==> src/frw_pkg.sv <==
// constants and types for the flash read-while-write controller
// Summary of operation
// programming the concurrent_read_section keeps stall_section code reads served, cpu running
// cpu must not fetch from concurrent_read_section while it is being programmed
// section_busy_flag reads one while concurrent_read_section is blocked for reading
// section_busy_flag stays set after programming until software clears it
// programming the stall_section halts the cpu; no section readable meanwhile
// the whole boot loader section lies inside the stall_section
// software should disable or relocate interrupts while programming concurrent_read_section
// programmed boot_vector_select_fuse starts execution at boot flash start after reset
// unprogrammed fuse (1) fetches reset vector from word address 0x0000
// the cpu cannot alter any fuse; only external programming changes it
// software enters boot loader by jump or call from the application
// target page address is latched when a programming operation starts
// fuse value 0 selects the boot loader reset vector
// section_busy_flag is set when any operation targets concurrent_read_section
package frw_pkg;
    localparam int ADDR_W = 15;
    localparam int PAGE_W = 6;
    localparam logic [ADDR_W-1:0] APP_RESET_ADDR = 15'h0000;
    localparam logic [ADDR_W-1:0] STALL_START = 15'h7000;
    localparam logic [ADDR_W-1:0] BOOT_START = 15'h7800;
    localparam logic [15:0] ERASE_CYCLES = 16'h0fa0;
    localparam logic [15:0] WRITE_CYCLES = 16'h0fa0;
    localparam logic FUSE_PROGRAMMED = 1'b0;

    typedef enum logic [1:0] {
        FRW_OP_NONE,
        FRW_OP_ERASE,
        FRW_OP_WRITE
    } frw_op_t;
endpackage : frw_pkg

==> src/frw_timer_if.sv <==
// interface between controller and operation timer
`timescale 1ns/10ps
`default_nettype none
interface frw_timer_if;
    logic start;
    logic [15:0] cycles;
    logic done;
    modport ctrl (output start, output cycles, input done);
    modport tmr (input start, input cycles, output done);
endinterface : frw_timer_if
`default_nettype wire

==> src/frw_ctrl.sv <==
// flash read-while-write sequencer with reset vector selection
`timescale 1ns/10ps
`default_nettype none
module frw_ctrl (
    input wire logic mclk,
    input wire logic rst,
    input wire logic boot_vector_select_fuse,
    input wire logic op_req,
    input wire frw_pkg::frw_op_t op_kind,
    input wire logic [frw_pkg::ADDR_W-1:0] page_address_pointer,
    input wire logic busy_clear,
    input wire logic fetch_req,
    input wire logic [frw_pkg::ADDR_W-1:0] fetch_addr,
    output logic cpu_halt,
    output logic section_busy_flag,
    output logic op_active,
    output logic [frw_pkg::ADDR_W-1:0] latched_page_addr,
    output logic [frw_pkg::ADDR_W-1:0] reset_vector,
    output logic fetch_grant,
    output logic fetch_blocked,
    output logic flash_erase,
    output logic flash_write
);
    import frw_pkg::*;

    // ------------------------------------------------------------
    // state
    // ------------------------------------------------------------
    typedef enum {ST_IDLE, ST_BUSY} frw_st_t;

    typedef struct packed {
        frw_st_t st;
        // two-flop synchroniser on the fuse pin
        logic fuse_m;
        logic fuse_s;
        // shift of ones, top bit set once fuse_s holds the pin level
        logic [1:0] settle;
        logic vec_loaded;
        logic stall_op;
        frw_op_t kind;
        logic busy;
        logic halt;
        logic [ADDR_W-1:0] page;
        logic [ADDR_W-1:0] vec;
        logic grant;
        logic blocked;
        logic active;
        logic erase;
        logic write;
    } frw_state_t;

    frw_state_t s_q;
    frw_state_t s_d;
    frw_timer_if tif ();

    // timer counts one page operation; its done lasts a single cycle
    frw_op_timer u_timer (
        .mclk(mclk),
        .rst(rst),
        .t(tif)
    );

    logic target_stall;
    logic fetch_stall;
    logic op_start;
    logic start_rww;
    logic [15:0] op_cycles;

    // boot section lies above STALL_START, so it is always in stall_section
    assign target_stall = (page_address_pointer >= STALL_START);
    assign fetch_stall = (fetch_addr >= STALL_START);
    // a request while an operation runs is dropped, not queued
    assign op_start = op_req && (op_kind != FRW_OP_NONE) && (s_q.st == ST_IDLE);
    assign start_rww = op_start && !target_stall;

    // ------------------------------------------------------------
    // operation length
    // ------------------------------------------------------------
    always_comb
    begin
        if (op_kind == FRW_OP_WRITE)
            op_cycles = WRITE_CYCLES;
        else
            op_cycles = ERASE_CYCLES;
    end

    // ------------------------------------------------------------
    // next state
    // ------------------------------------------------------------
    always_comb
    begin
        s_d = s_q;
        tif.start = 1'b0;
        tif.cycles = op_cycles;

        // ------------------------------------------------------------
        // reset vector
        // ------------------------------------------------------------
        s_d.fuse_m = boot_vector_select_fuse;
        s_d.fuse_s = s_q.fuse_m;
        s_d.settle = {s_q.settle[0], 1'b1};
        // fuse is only an input, nothing here can write it
        // taken once per reset, after the synchroniser holds the real level
        if (!s_q.vec_loaded && s_q.settle[1])
        begin
            s_d.vec_loaded = 1'b1;
            if (s_q.fuse_s == FUSE_PROGRAMMED)
                s_d.vec = BOOT_START;
            else
                s_d.vec = APP_RESET_ADDR;
        end

        // ------------------------------------------------------------
        // page operation
        // ------------------------------------------------------------
        case (s_q.st)
            ST_IDLE:
            begin
                if (op_start)
                begin
                    s_d.st = ST_BUSY;
                    s_d.kind = op_kind;
                    s_d.page = page_address_pointer;
                    s_d.stall_op = target_stall;
                    tif.start = 1'b1;
                    if (target_stall)
                        s_d.halt = 1'b1;
                    else
                        s_d.busy = 1'b1;
                end
            end
            ST_BUSY:
            begin
                // halt and the stall marker drop with the last timer cycle
                if (tif.done)
                begin
                    s_d.st = ST_IDLE;
                    s_d.kind = FRW_OP_NONE;
                    s_d.halt = 1'b0;
                    s_d.stall_op = 1'b0;
                end
            end
            default:
            begin
                s_d.st = ST_IDLE;
            end
        endcase

        // ------------------------------------------------------------
        // busy flag
        // ------------------------------------------------------------
        // flag holds after completion until cleared; set wins over clear
        // a clear during a running operation is ignored
        if (busy_clear && s_q.st == ST_IDLE && !start_rww)
            s_d.busy = 1'b0;

        // ------------------------------------------------------------
        // fetch arbitration
        // ------------------------------------------------------------
        // answered against the next state, so a fetch in the edge an
        // operation starts is already refused for it
        s_d.grant = 1'b0;
        s_d.blocked = 1'b0;
        if (fetch_req)
        begin
            if (s_d.halt)
                s_d.blocked = 1'b1;
            else if (!fetch_stall && s_d.busy)
                s_d.blocked = 1'b1;
            else
                s_d.grant = 1'b1;
        end

        // ------------------------------------------------------------
        // registered status
        // ------------------------------------------------------------
        s_d.active = (s_d.st == ST_BUSY);
        s_d.erase = (s_d.kind == FRW_OP_ERASE);
        s_d.write = (s_d.kind == FRW_OP_WRITE);
    end

    always_ff @(posedge mclk or posedge rst)
    begin
        if (rst)
        begin
            s_q.st <= ST_IDLE;
            s_q.fuse_m <= 1'b1;
            s_q.fuse_s <= 1'b1;
            s_q.settle <= 2'h0;
            s_q.vec_loaded <= 1'b0;
            s_q.stall_op <= 1'b0;
            s_q.kind <= FRW_OP_NONE;
            s_q.busy <= 1'b0;
            s_q.halt <= 1'b0;
            s_q.page <= '0;
            s_q.vec <= APP_RESET_ADDR;
            s_q.grant <= 1'b0;
            s_q.blocked <= 1'b0;
            s_q.active <= 1'b0;
            s_q.erase <= 1'b0;
            s_q.write <= 1'b0;
        end
        else
        begin
            s_q <= s_d;
        end
    end

    // ------------------------------------------------------------
    // outputs
    // ------------------------------------------------------------
    assign cpu_halt = s_q.halt;
    assign section_busy_flag = s_q.busy;
    assign op_active = s_q.active;
    assign latched_page_addr = s_q.page;
    assign reset_vector = s_q.vec;
    assign fetch_grant = s_q.grant;
    assign fetch_blocked = s_q.blocked;
    assign flash_erase = s_q.erase;
    assign flash_write = s_q.write;
endmodule // frw_ctrl
`default_nettype wire

==> src/frw_op_timer.sv <==
// down counter that times one page operation
`timescale 1ns/10ps
`default_nettype none
module frw_op_timer (
    input wire logic mclk,
    input wire logic rst,
    frw_timer_if.tmr t
);
    typedef struct packed {
        logic [15:0] cnt;
        logic run;
        logic done;
    } frw_tmr_state_t;

    frw_tmr_state_t s_q;
    frw_tmr_state_t s_d;

    always_comb
    begin
        s_d = s_q;
        s_d.done = 1'b0;
        if (t.start)
        begin
            s_d.cnt = t.cycles;
            s_d.run = 1'b1;
        end
        else if (s_q.run)
        begin
            if (s_q.cnt <= 16'h0001)
            begin
                s_d.run = 1'b0;
                s_d.done = 1'b1;
            end
            else
            begin
                s_d.cnt = s_q.cnt - 16'h0001;
            end
        end
    end

    always_ff @(posedge mclk or posedge rst)
    begin
        if (rst)
            s_q <= '0;
        else
            s_q <= s_d;
    end

    assign t.done = s_q.done;
endmodule // frw_op_timer
`default_nettype wire

==> config.mk <==
export PLATFORM = sky130hd
export DESIGN_NAME = frw_ctrl
export DESIGN_NICKNAME = d
export VERILOG_FILES = /design/src/frw_pkg.sv /design/src/frw_timer_if.sv /design/src/frw_ctrl.sv /design/src/frw_op_timer.sv
export SDC_FILE = /design/constraint.sdc
export NUM_CORES = 1
export LEC_CHECK = 0
export BUFFER_PORTS_ARGS = -buffer_cell sky130_fd_sc_hd__buf_4
export CORE_UTILIZATION = 35
export CTS_BUF_LIST = sky130_fd_sc_hd__clkbuf_8
export DETAILED_ROUTE_END_ITERATION = 6
export GPL_ROUTABILITY_DRIVEN = 0
export HOLD_SLACK_MARGIN = 0.1
export PLACE_DENSITY = 0.61
export SLEW_MARGIN = 30
export SYNTH_ARGS = -nofsm -noshare
export SYNTH_HDL_FRONTEND = slang
export SYNTH_HIERARCHICAL = 1
export SYNTH_SLANG_ARGS = --single-unit
==> constraint.sdc <==
create_clock -name mclk -period 3.15 [get_ports mclk]
set_input_delay 0.945 -clock mclk [delete_from_list [all_inputs] [get_ports mclk]]
set_output_delay 0.945 -clock mclk [all_outputs]
set_load 0.01 [all_outputs]
Word-level counts from Yosys, hierarchy flattened
Index checks and enable logic that the tools add are counted.
Storage, ports and cells
  bits in registers: 94
  input port bits: 38
Cells by class
  add/subtract/negate cells: 1
  magnitude comparators: 3
  equality and inequality tests: 5
  muxes and demuxes: 25
  reductions and logical operators: 17
Operators by type and width (count)
  32-bit zero test: 2
  32-bit 2-to-1 mux: 2
  32-bit one-hot mux with 2 select lines: 1
  32-bit by 1-bit equality test with 1-bit output, second input constant: 1
  32-bit by 2-bit equality test with 1-bit output, second input constant: 1
  15-bit >= comparator, second input constant: 2
  19-bit 2-to-1 mux: 1
  18-bit 2-to-1 mux: 1
  17-bit 2-to-1 mux: 1
  16-bit by 1-bit <= comparator with 1-bit output, second input constant: 1
  16-bit 2-to-1 mux: 1
  16-bit by 1-bit subtractor with 16-bit output, second input constant: 1
  15-bit 2-to-1 mux: 1
  1-bit 2-to-1 mux: 12
  1-bit logical AND: 7
  2-bit 2-to-1 mux: 3
  1-bit zero test: 4
  2-bit one-hot mux with 2 select lines: 1
  2-bit AND reduction: 2
  2-bit nonzero test: 2
  2-bit by 1-bit equality test with 1-bit output, second input constant: 1
  2-bit equality test, second input constant: 1
  2-bit inequality test, second input constant: 1
  1-bit one-hot mux with 2 select lines: 1

Longest topological paths before layout
Gate-level depths: netlist (run 1).
  word-level depth: 11
  mapped depth: 8
  mapped depth without buffers: 7

Modules after synthesis
The synthesis (run 1) kept the hierarchy.
Modules (own cells, without submodules)
  frw_ctrl: instances 1, cells an instance 159, area an instance 2282.2 um^2, sequential area each 1554.0 um^2
  frw_op_timer: instances 1, cells an instance 120, area an instance 1136.1 um^2, sequential area each 450.4 um^2

Worst setup path before layout (run 1)
Ideal clock, no wire load.
  path kind: input -> register
  start: input op_kind[1]
  end: register u_timer/s_q[6] (netlist bit)
  library setup time: 136 ps
  arrival time: 2215 ps
  required time: 3014 ps
  setup slack: 799 ps
  stages: 6
  path buffers: 3
  path through: o211ai_1 nor3_2 buf_4 clkbuf_1 clkbuf_1 o21ai_0
Between the ends
  word-level cells in the longest chain between the ends: 7
Ends and longest elaborated chain
  start, declared: line frw_ctrl.sv:9  | input wire frw_pkg::frw_op_t op_kind,
  2-bit nonzero test *: line frw_ctrl.sv:73  | assign op_start = op_req && (op_kind != FRW_OP_NONE) && (s_q.st == ST_IDLE);
  1-bit logical AND * (2 in series): line frw_ctrl.sv:73
  1-bit 2-to-1 mux *: line frw_ctrl.sv:119  | if (op_start)
  1-bit 2-to-1 mux *: line frw_ctrl.sv:116  | case (s_q.st)
  named net tif.start: line frw_timer_if.sv:5  | logic start;
  2-bit inequality test (no line) or 2-bit nonzero test (tied branches)
  2-bit AND reduction (no line)
  end signal, assigned: line frw_op_timer.sv:44  | s_q <= '0;
  end signal, assigned: line frw_op_timer.sv:46  | s_q <= s_d;
  end, declared: line frw_op_timer.sv:15  | frw_tmr_state_t s_q;
Mark *: on every way through the listed nets, which the timed path passes. The rest lies on a longest branch.
A chain may end at the register's enable or synchronous reset.

Worst setup path after layout (run 1)
  start: register u_timer/s_q[11] (netlist bit)
  end: register u_timer/s_q[16] (netlist bit)
Between the ends
  word-level cells in the longest chain between the ends: 4
Ends and longest elaborated chain
  16-bit by 1-bit subtractor with 16-bit output: line frw_op_timer.sv:36  | s_d.cnt = s_q.cnt - 16'h0001;
  16-bit 2-to-1 mux: line frw_op_timer.sv:29  | if (s_q.cnt <= 16'h0001)
  18-bit 2-to-1 mux: line frw_op_timer.sv:27  | else if (s_q.run)
  17-bit 2-to-1 mux: line frw_op_timer.sv:22  | if (t.start)
Parallel ways exist; a longest one is shown, timed or not. The select of a mux whose other input is x is not followed.

==> results of run 1 <==
synthesized netlist by cell type (2+ instances only):
master	instances
buf_2	2
xnor2_1	7
nor4_1	9
clkbuf_1	3
dfrtp_1	78
dfstp_2	2
nor4_2	5
a2111oi_2	2
inv_1	11
mux2_2	20
nand3_1	6
a31oi_1	3
nor4b_2	2
ha_1	2
o21ai_1	3
nand2_1	22
nor2_1	11
conb_1	2
o21ai_0	9
nand3b_1	2
a21oi_1	2
or3_1	2
nand2b_1	3
and2_1	4
o311ai_0	2
nor3_1	3
xor2_1	4
buf_4	32
nand4_1	2
report_power, final:
part / internal (mW) / switching, mW / total, mW
clock: 0.312 / 0.416 / 0.728
combinational: 0.0367 / 0.0504 / 0.0871
sequential: 1.05 / 0.0103 / 1.06
total: 1.40 / 0.477 / 1.88
state kept, by name, indices dropped and copies added (netlist names):
register and flops:
flash_erase 1, latched_page_addr 15, u_timer/s_q 17, section_busy_flag 1
fetch_blocked 1, op_active 1, s_d 2, u_timer/t.done 1
reset_vector 1, cpu_halt 1, fetch_grant 1, s_q 37
flash_write 1
routing by layer:
layer / up-vias / track usage, %
li1: 1056 / -
met1: 1028 / 14.63
met2: 66 / 19.49
met3: 6 / 4.438
met4: 0 / 4.013
met5: - / 0
worst paths after layout:
path	slack, ps	depth (start not counted)	end	start
worst max-delay path	980	5	u_timer/s_q[16]$_DFFE_PP0P_	u_timer/s_q[11]$_DFFE_PP0P_
worst min-delay path	350	0	s_q[42]$_DFF_PP0_	s_d[42]$_DFF_PP0_
worst max register to register	980	5	u_timer/s_q[16]$_DFFE_PP0P_	u_timer/s_q[11]$_DFFE_PP0P_
worst min register to register	350	0	s_q[42]$_DFF_PP0_	s_d[42]$_DFF_PP0_
max in group asynchronous	1780	3	s_q[43]$_DFF_PP1_	rst
min in group asynchronous	670	2	s_q[57]$_DFF_PP0_	rst
placed cells by master, fill, tap and decap left out, types with 3 or more instances in the layout:
| cell | synthesis | routed |
|---|---|---|
| a31oi_1 | 3 | 3 |
| and2_1 | 4 | 4 |
| buf_4 | 32 | 56 |
| clkbuf_8 | 0 | 9 |
| conb_1 | 2 | 59 |
| dfrtp_1 | 78 | 78 |
| inv_1 | 11 | 10 |
| mux2_2 | 20 | 20 |
| nand2_1 | 22 | 22 |
| nand2b_1 | 3 | 3 |
| nand3_1 | 6 | 6 |
| nor2_1 | 11 | 11 |
| nor3_1 | 3 | 3 |
| nor4_1 | 9 | 9 |
| nor4_2 | 5 | 5 |
| o21ai_0 | 9 | 9 |
| o21ai_1 | 3 | 3 |
| xnor2_1 | 7 | 7 |
| xor2_1 | 4 | 4 |
layout make-up:
cell class              count  share of cell area [%]
clock buffers               9                   2.974
clock inverters             7                   1.772
inverters                  11                  0.9913
multi-input cells         207                   31.69
flip-flops and latches     80                   48.12
well taps                 129                   3.875
repair buffers             57                   10.57
cells by family after synthesis:
| logic type | Yosys count |
|---|---|
| muxes | 20 |
| xor gates and xnor gates | 11 |
| and+or+nand+nor | 79 |
| AOI/OAI and AO/OA | 36 |
| adders and majority gates | 2 |
| DFF | 80 |
| other | 2 |
| buffers and inverters | 49 |
==> results.yml, run 1 <==
drt:
  vias_per_cell: 4.312
  wire_per_inst_um: 11.08
  route.detailed.drc: 0
  ant_nets: 0
  highest_layer: "met4"
  drt_iter0_markers: 61
  wl_mm: 5.539
  first_pass_iters: 4
  wl_met3_um: 349
  vias: 2156
  wl_met2_mm: 2.629
  drt-met1-wl_mm: 2.501
cts:
  htree_levels: 3
  ctsResizeCount: 0
  clock_latency_ps: 350
  cts_sinks: 80
  cts_root_buf: "clkbuf_8"
  cts_tree: "built"
  clk_pin_slew_ps: 90
  clockBufferDepth: 2
  holdBufCountCts: 0
  cts_made_buffers: 9
  cts_setup_buffers: 0
logic_synthesis:
  synth_edf_count: 0
  synth_xor_area_share_pct: 2.818
  yosysWarnings: 6
  syn_area_mm2: 0.003418
  yosysSeqAreaShare_pct: 58.64
  synth_compound_area_share_pct: 8.016
  syn_inst: 279
  muxShareOfSynthArea_pct: 6.589
  synth.top_cell.area_share_pct: 57.10
  synth_cell_types: 53
  ys_async_sr_fraction_pct: 100.0
  synth_area_per_cell_um2: 12.25
  ys_ff_latch: 80
  synth_flop_cell: "dfrtp_1"
  ys_top_cells_by_area: "dfrtp_1, buf_4, mux2_2"
  synth_top_cell_by_area: "dfrtp_1"
  yosys.area_share.simple_pct: 13.80
  synth_top_family_by_area: "simple AND/OR/NAND/NOR gates"
  synthAdderAreaFrac_pct: 0.7321
status:
  status: "complete, no violations"
grt:
  grt_max_degree: 53
  grt_util_all_layers_pct: 11.95
  antenna_found_initial: 0
  overflow: 0
  grt_pass1_wl_mm: 9.335
  grt_pass1_vias: 2083
power:
  power.density_mw_per_mm2: 451.0
  power_mw: 1.878
  peakVddDrop_mv: 0.1908
  leakage_nw: 1.981
placement:
  io_buffers: 51
  post_dp_cell_area_mm2: 0.003968
  pre_cts_ws_ps: 756.5
  place_inst: 484
  post-dp-hpwl_mm: 3.876
sta:
  holdWs_ps: 353.8
  tightest_slew_ps: 729.2
  final.setup.tns_ps: 0
  rsz0062_at_grt: "false"
  layout_setup_ws_ps: 976.3
  period_needed_ps: 2174
  finalCritPeriodShare_pct: 69.01
  slew_headroom_pct: 51.33
  setup_viol: 0
  hold_viol: 0
  slew_viol_final: 0
  fin_skew_ps: 9.236
  max_freq_ghz: 0.4601
final_layout:
  n_antenna_cell: 0
  synthToLayoutAreaGrowth_pct: 21.85
  fillers: 906
  final_cells: 500
  seq_area_mm2: 0.002004
  utilization_pct: 44.45
  nNetsFinal: 406
  multi_input_area_mm2: 0.001320
  drive_above_1_share_pct: 30.19
  finalInstanceArea_mm2: 0.004165
critical_path:
  slowest_delay_ps: 510
  crit_buf_inv: 0
  crit_family: "simple AND/OR/NAND/NOR gates"
  critPathKind: "register to register"
  cp_max_fo: 11
  required_ps: 3390
  crit_chain: "nor4_2 -> and2_1 -> a311oi_1 -> xor2_1 -> mux2_2"
  crit_slowest_cell: "and2_1"
  start_kind: "register"
  arrival_ps: 2420
  cp-end-kind: "register"
worst_hold_path:
  hold_class: "register to register"
floorplan:
  core_mm2: 0.009371
  rows: 35
  die_height_um: 100.8
  ioPinCount: 75
  dieArea_mm2: 0.01017
  die_w_um: 100.8
  start_util_pct: 36.48
run:
  max_cap_violations: 0
Note: power is estimated with default switching activity, not from simulation.
==> run 2: changes to the inputs <==
ABC_AREA = 1   (was unset)
PLACE_DENSITY = 0.6   (was 0.61)
clock period = 2.01 ns   (was 3.15 ns; I/O delays follow)
==> results.yml, run 2 <==
floorplan:
  start_util_pct: 36.68
  rows: 36
  die_w_um: 103.9
  dieArea_mm2: 0.01080
  die_height_um: 103.9
  ioPinCount: 75
  core_mm2: 0.009910
logic_synthesis:
  ys_top_cells_by_area: "dfrtp_1, nand2_1, buf_4"
  synth_common_cells: "nand2_1, dfrtp_1, nand3_1, nor2_1, buf_4"
  synth_edf_count: 0
  synth_cell_types: 30
  synthMostInstantiatedCell: "nand2_1"
  syn_area_mm2: 0.003635
  yosysSeqAreaShare_pct: 55.15
  synth_area_per_cell_um2: 8.758
  ys_async_sr_fraction_pct: 100.0
  syn_inst: 415
  synth.top_cell.area_share_pct: 53.70
  synth_top_cell_by_area: "dfrtp_1"
  synth_flop_cell: "dfrtp_1"
  yosysWarnings: 6
  ys_ff_latch: 80
cts:
  cts_tree: "built"
  clock_latency_ps: 350
  clockBufferDepth: 2
  clk_pin_slew_ps: 80
  cts_sinks: 80
  htree_levels: 3
  cts_root_buf: "clkbuf_8"
  cts_made_buffers: 9
critical_path:
  cp_max_fo: 30
  required_ps: 2240
  cp-end-kind: "register"
  arrival_ps: 2010
  start_kind: "register"
  critPathKind: "register to register"
  slowest_delay_ps: 370
  crit_slowest_cell: "dfrtp_1"
  crit_chain: "nor2_1 -> nand2_1 -> nor2_1 -> nand2_2 -> nor2_4 -> inv_4 -> nor2_8 -> buf_6 -> inv_4 -> nand2_1 -> o21ai_0"
  reg2reg_setup_slack_ps: 220
final_layout:
  synthToLayoutAreaGrowth_pct: 20.89
  layout_commonest_cell: "nand2_1"
  drive_above_1_share_pct: 20.24
  final_cell_mix: "nand2_1, dfrtp_1, conb_1"
  finalInstanceArea_mm2: 0.004394
  largest_reg_flops: 37
  regMostFlops: "s_q"
  n_antenna_cell: 0
  nNetsFinal: 544
sta:
  setup_viol: 0
  holdWs_ps: 226.8
  final.setup.tns_ps: 0
  rsz0062_at_grt: "false"
  slew_viol_final: 0
  fin_skew_ps: 11.32
  max_freq_ghz: 0.5597
  finalCritPeriodShare_pct: 88.89
  period_needed_ps: 1787
  hold_viol: 0
drt:
  vias_per_cell: 4.140
  wl_mm: 6.412
  first_pass_iters: 4
  drt_iter0_markers: 110
  route.detailed.drc: 0
  wire_per_inst_um: 9.988
  vias: 2658
  ant_nets: 0
placement:
  io_buffers: 51
  post_dp_cell_area_mm2: 0.004188
  post-dp-hpwl_mm: 4.617
grt:
  grt_max_degree: 43
  overflow: 0
  grt_pass1_vias: 2587
  grt_pass1_wl_mm: 11.46
  grt_util_all_layers_pct: 13.17
  antenna_found_initial: 0
power:
  peakVddDrop_mv: 0.3445
  leakage_nw: 2.320
  power.density_mw_per_mm2: 1019
status:
  status: "complete, no violations"
worst_hold_path:
  hold_class: "primary input to async pin"
run:
  max_cap_violations: 0
-- run 2: cell count changes in the layout (fill, tap and decap cells not counted), sizes merged, moves of 6 or more --
cell   previous run  this run
nor4             14         0
inv              15        34
mux2             20         0
nor2             11        53
nand2            22       130
a21oi             2         8
xnor2             7         0
nand3             6        44
o21ai            12        19
-- run 2: logic make-up (layout without fill, tap and decap cells) --
family	Yosys count	in the layout	synth area share, %
and+or+nand+nor	231	231	27.64
DFF	80	80	55.15
buffers and inverters	69	106	11.22
AOI/OAI and AO/OA	30	30	4.854
adders and majority gates	2	2	0.6884
other	2	59	0.2066
xor gates and xnor gates	1	1	0.2410
-- run 2: timing repair --
item / CTS / global route
hold buffers: 0 / 0
endpoints found under the setup margin: 0 / 18
setup buffers: 0 / 0
gates resized for setup: 0 / 2
-- run 2: metal layers --
metal  vias up  global-route usage [%]  part of all wire [%]
met3        10                   4.449                   4.7
met2        58                   21.52                    47
li1       1391                       -                     -
met4         0                   4.898                   1.6
met5         -                       0                     0
met1      1199                   16.09                    47
-- run 2: worst paths after layout --
check | startpoint | depth (start not counted) | end
max in group asynchronous | rst | 3 | s_q[43]$_DFF_PP1_
min in group mclk | s_d[42]$_DFF_PP0_ | 0 | s_q[42]$_DFF_PP0_
min | rst | 2 | latched_page_addr[9]$_DFFE_PP0P_
min reg2reg | s_d[42]$_DFF_PP0_ | 0 | s_q[42]$_DFF_PP0_
max reg2reg | s_q[49]$_DFF_PP0_ | 11 | latched_page_addr[13]$_DFFE_PP0P_
max | s_q[49]$_DFF_PP0_ | 11 | latched_page_addr[13]$_DFFE_PP0P_
-- run 2: critical path, delay by kind of cell (launching register included) --
family | cells | cell delay [ps]
simple gates | 7 | 730
flops | 1 | 370
buf+inv | 3 | 470
compound gates | 1 | 70
-- run 2: where the power goes --
group / internal [mW] / switching (mW) / total [mW]
Sequential: 1.81 / 0.177 / 1.99
Clock: 0.605 / 0.568 / 1.17
Combinational: 0.492 / 0.825 / 1.32
Total: 2.91 / 1.57 / 4.48
-- run 2: final cells by class --
cell class / instances / area (µm²)
Clock buffer: 10 / 137.6
Sequential cell: 80 / 2004
Inverter: 32 / 128.9
Clock inverter: 6 / 62.56
Timing Repair Buffer: 58 / 451.7
Multi-Input combinational cell: 323 / 1443
Tap cell: 133 / 166.4
Fill cell: 1005 / 5515
-- run 2: stage by stage --
step,instances,utilization [%],setup WS (ps),power (mW)
CTS,642,44.28,82.32,4.536
global placement,626,42.26,71.40,3.300
floorplan,472,-,-1.624,3.071
finish,642,44.34,223.4,4.476
global route,642,44.34,33.44,4.838
detailed placement,626,42.26,51.29,3.336
==> run 3: changes to the inputs <==
CORE_UTILIZATION = 30   (was 35)
PLACE_DENSITY = 0.54   (was 0.6)
==> results.yml, run 3 (synthesized netlist as in run 2, its figures left out) <==
floorplan:
  die_height_um: 112.1
  dieArea_mm2: 0.01256
  die_w_um: 112.1
  ioPinCount: 75
  core_mm2: 0.01161
  rows: 39
  start_util_pct: 31.30
critical_path:
  cp-end-kind: "register"
  crit_start: "s_q[67]$_DFF_PP0_"
  required_ps: 2240
  reg2reg_from: "s_q[67]$_DFF_PP0_"
  cp_max_fo: 30
  arrival_ps: 2010
  start_kind: "register"
  critPathKind: "register to register"
placement:
  post-dp-hpwl_mm: 4.786
  post_dp_cell_area_mm2: 0.004215
  io_buffers: 51
power:
  leakage_nw: 2.339
  power_mw: 4.619
  peakVddDrop_mv: 0.2884
  power.density_mw_per_mm2: 1040
drt:
  wire_per_inst_um: 10.22
  drt_iter0_markers: 234
  first_pass_iters: 7
  vias_per_cell: 4.095
  wl_mm: 6.684
  ant_nets: 0
  route.detailed.drc: 7
  vias: 2678
status:
  violations: "DRC"
  status: "finished, violations left"
final_layout:
  utilization_pct: 38.24
  final_cell_mix: "nand2_1, dfrtp_1, conb_1"
  layout_commonest_cell: "nand2_1"
  n_antenna_cell: 0
  synthToLayoutAreaGrowth_pct: 22.17
  regMostFlops: "s_q"
  drive_above_1_share_pct: 20.74
  largest_reg_flops: 37
  finalInstanceArea_mm2: 0.004441
  nNetsFinal: 546
cts:
  cts_setup_buffers: 0
  htree_levels: 3
  clockBufferDepth: 2
  cts_sinks: 80
  cts_tree: "built"
  cts_root_buf: "clkbuf_8"
  cts_made_buffers: 9
  clock_latency_ps: 360
  clk_pin_slew_ps: 80
sta:
  max_freq_ghz: 0.5635
  slew_viol_final: 0
  fin_skew_ps: 10.77
  slew_headroom_pct: 61.20
  hold_viol: 0
  period_needed_ps: 1775
  rsz0062_at_grt: "true"
  tightest_slew_ps: 580.8
  setup_viol: 0
  holdWs_ps: 286.5
  finalCritPeriodShare_pct: 88.28
grt:
  antenna_found_initial: 0
  overflow: 0
  grt_max_degree: 31
  grt_pass1_wl_mm: 11.72
  grt_pass1_vias: 2598
  grt_util_all_layers_pct: 11.84
run:
  max_cap_violations: 0
worst_hold_path:
  hold_class: "primary input to async pin"
run 3: cell count changes in the layout (fill, tap and decap cells not counted):
cell	change
buf_4	+2
clkbuf_8	-1
inv_6	+1
clkinv_2	+1
inv_1	-1
clkinvlp_4	-1
bufinv_16	+1
run 3: area by class of cell:
class                   count  area [µm²]
clock buffers               9       123.9
clock inverters             7       95.09
fillers                  1156        7173
inverters                  32       128.9
multi-input cells         323        1443
flip-flops and latches     80        2004
well taps                 143       178.9
repair buffers             60       466.7
run 3: power by group:
part | switching, mW | internal, mW | total, mW
logic | 0.851 | 0.492 | 1.34
registers | 0.173 | 1.81 | 1.98
clock network | 0.591 | 0.703 | 1.29
total | 1.62 | 3.00 | 4.62
run 3: path summary, 6_finish.rpt:
kind,endpoint,slack (ps),depth (start not counted)
worst min-delay path,u_timer/s_q[2]$_DFFE_PP0P_,290,3
max in group asynchronous,fetch_blocked$_DFF_PP0_,1190,3
min in group mclk,s_d[43]$_DFF_PP1_,350,1
worst max-delay path,latched_page_addr[13]$_DFFE_PP0P_,240,11
worst max register to register,latched_page_addr[13]$_DFFE_PP0P_,240,11
worst min register to register,s_q[42]$_DFF_PP0_,350,0
run 3: routing by layer:
layer	vias up	global-route usage [%]	part of all wire, %
li1	1395	-	-
met1	1211	14.29	48
met2	60	19.05	45
met3	12	3.564	5.4
met4	0	6.400	1.8
met5	-	0	0
run 3: through the flow:
step	TNS [ps]	setup slack [ps]	cells
final	0	235.5	654
after global routing	-36.35	-36.35	654
after CTS	0	59.95	654
after detailed placement	0	64.94	638
after global placement	0	55.32	638
after floorplan	-2.812	-1.624	472
run 3: critical path: stages, from the launching register on:
cell     delay, ps
dfrtp_1        370
nor2_1         100
nand2_1         70
nor2_2         120
nand2_2         90
nor2_4         180
inv_4           80
nor2_8          90
buf_6          260
inv_4          130
nand2_1         70
o21ai_0         80
run 3: timing repair:
item,4_1_cts,5_1_grt
hold buffers,0,0
resized for setup,0,2
setup endpoints to repair,0,21
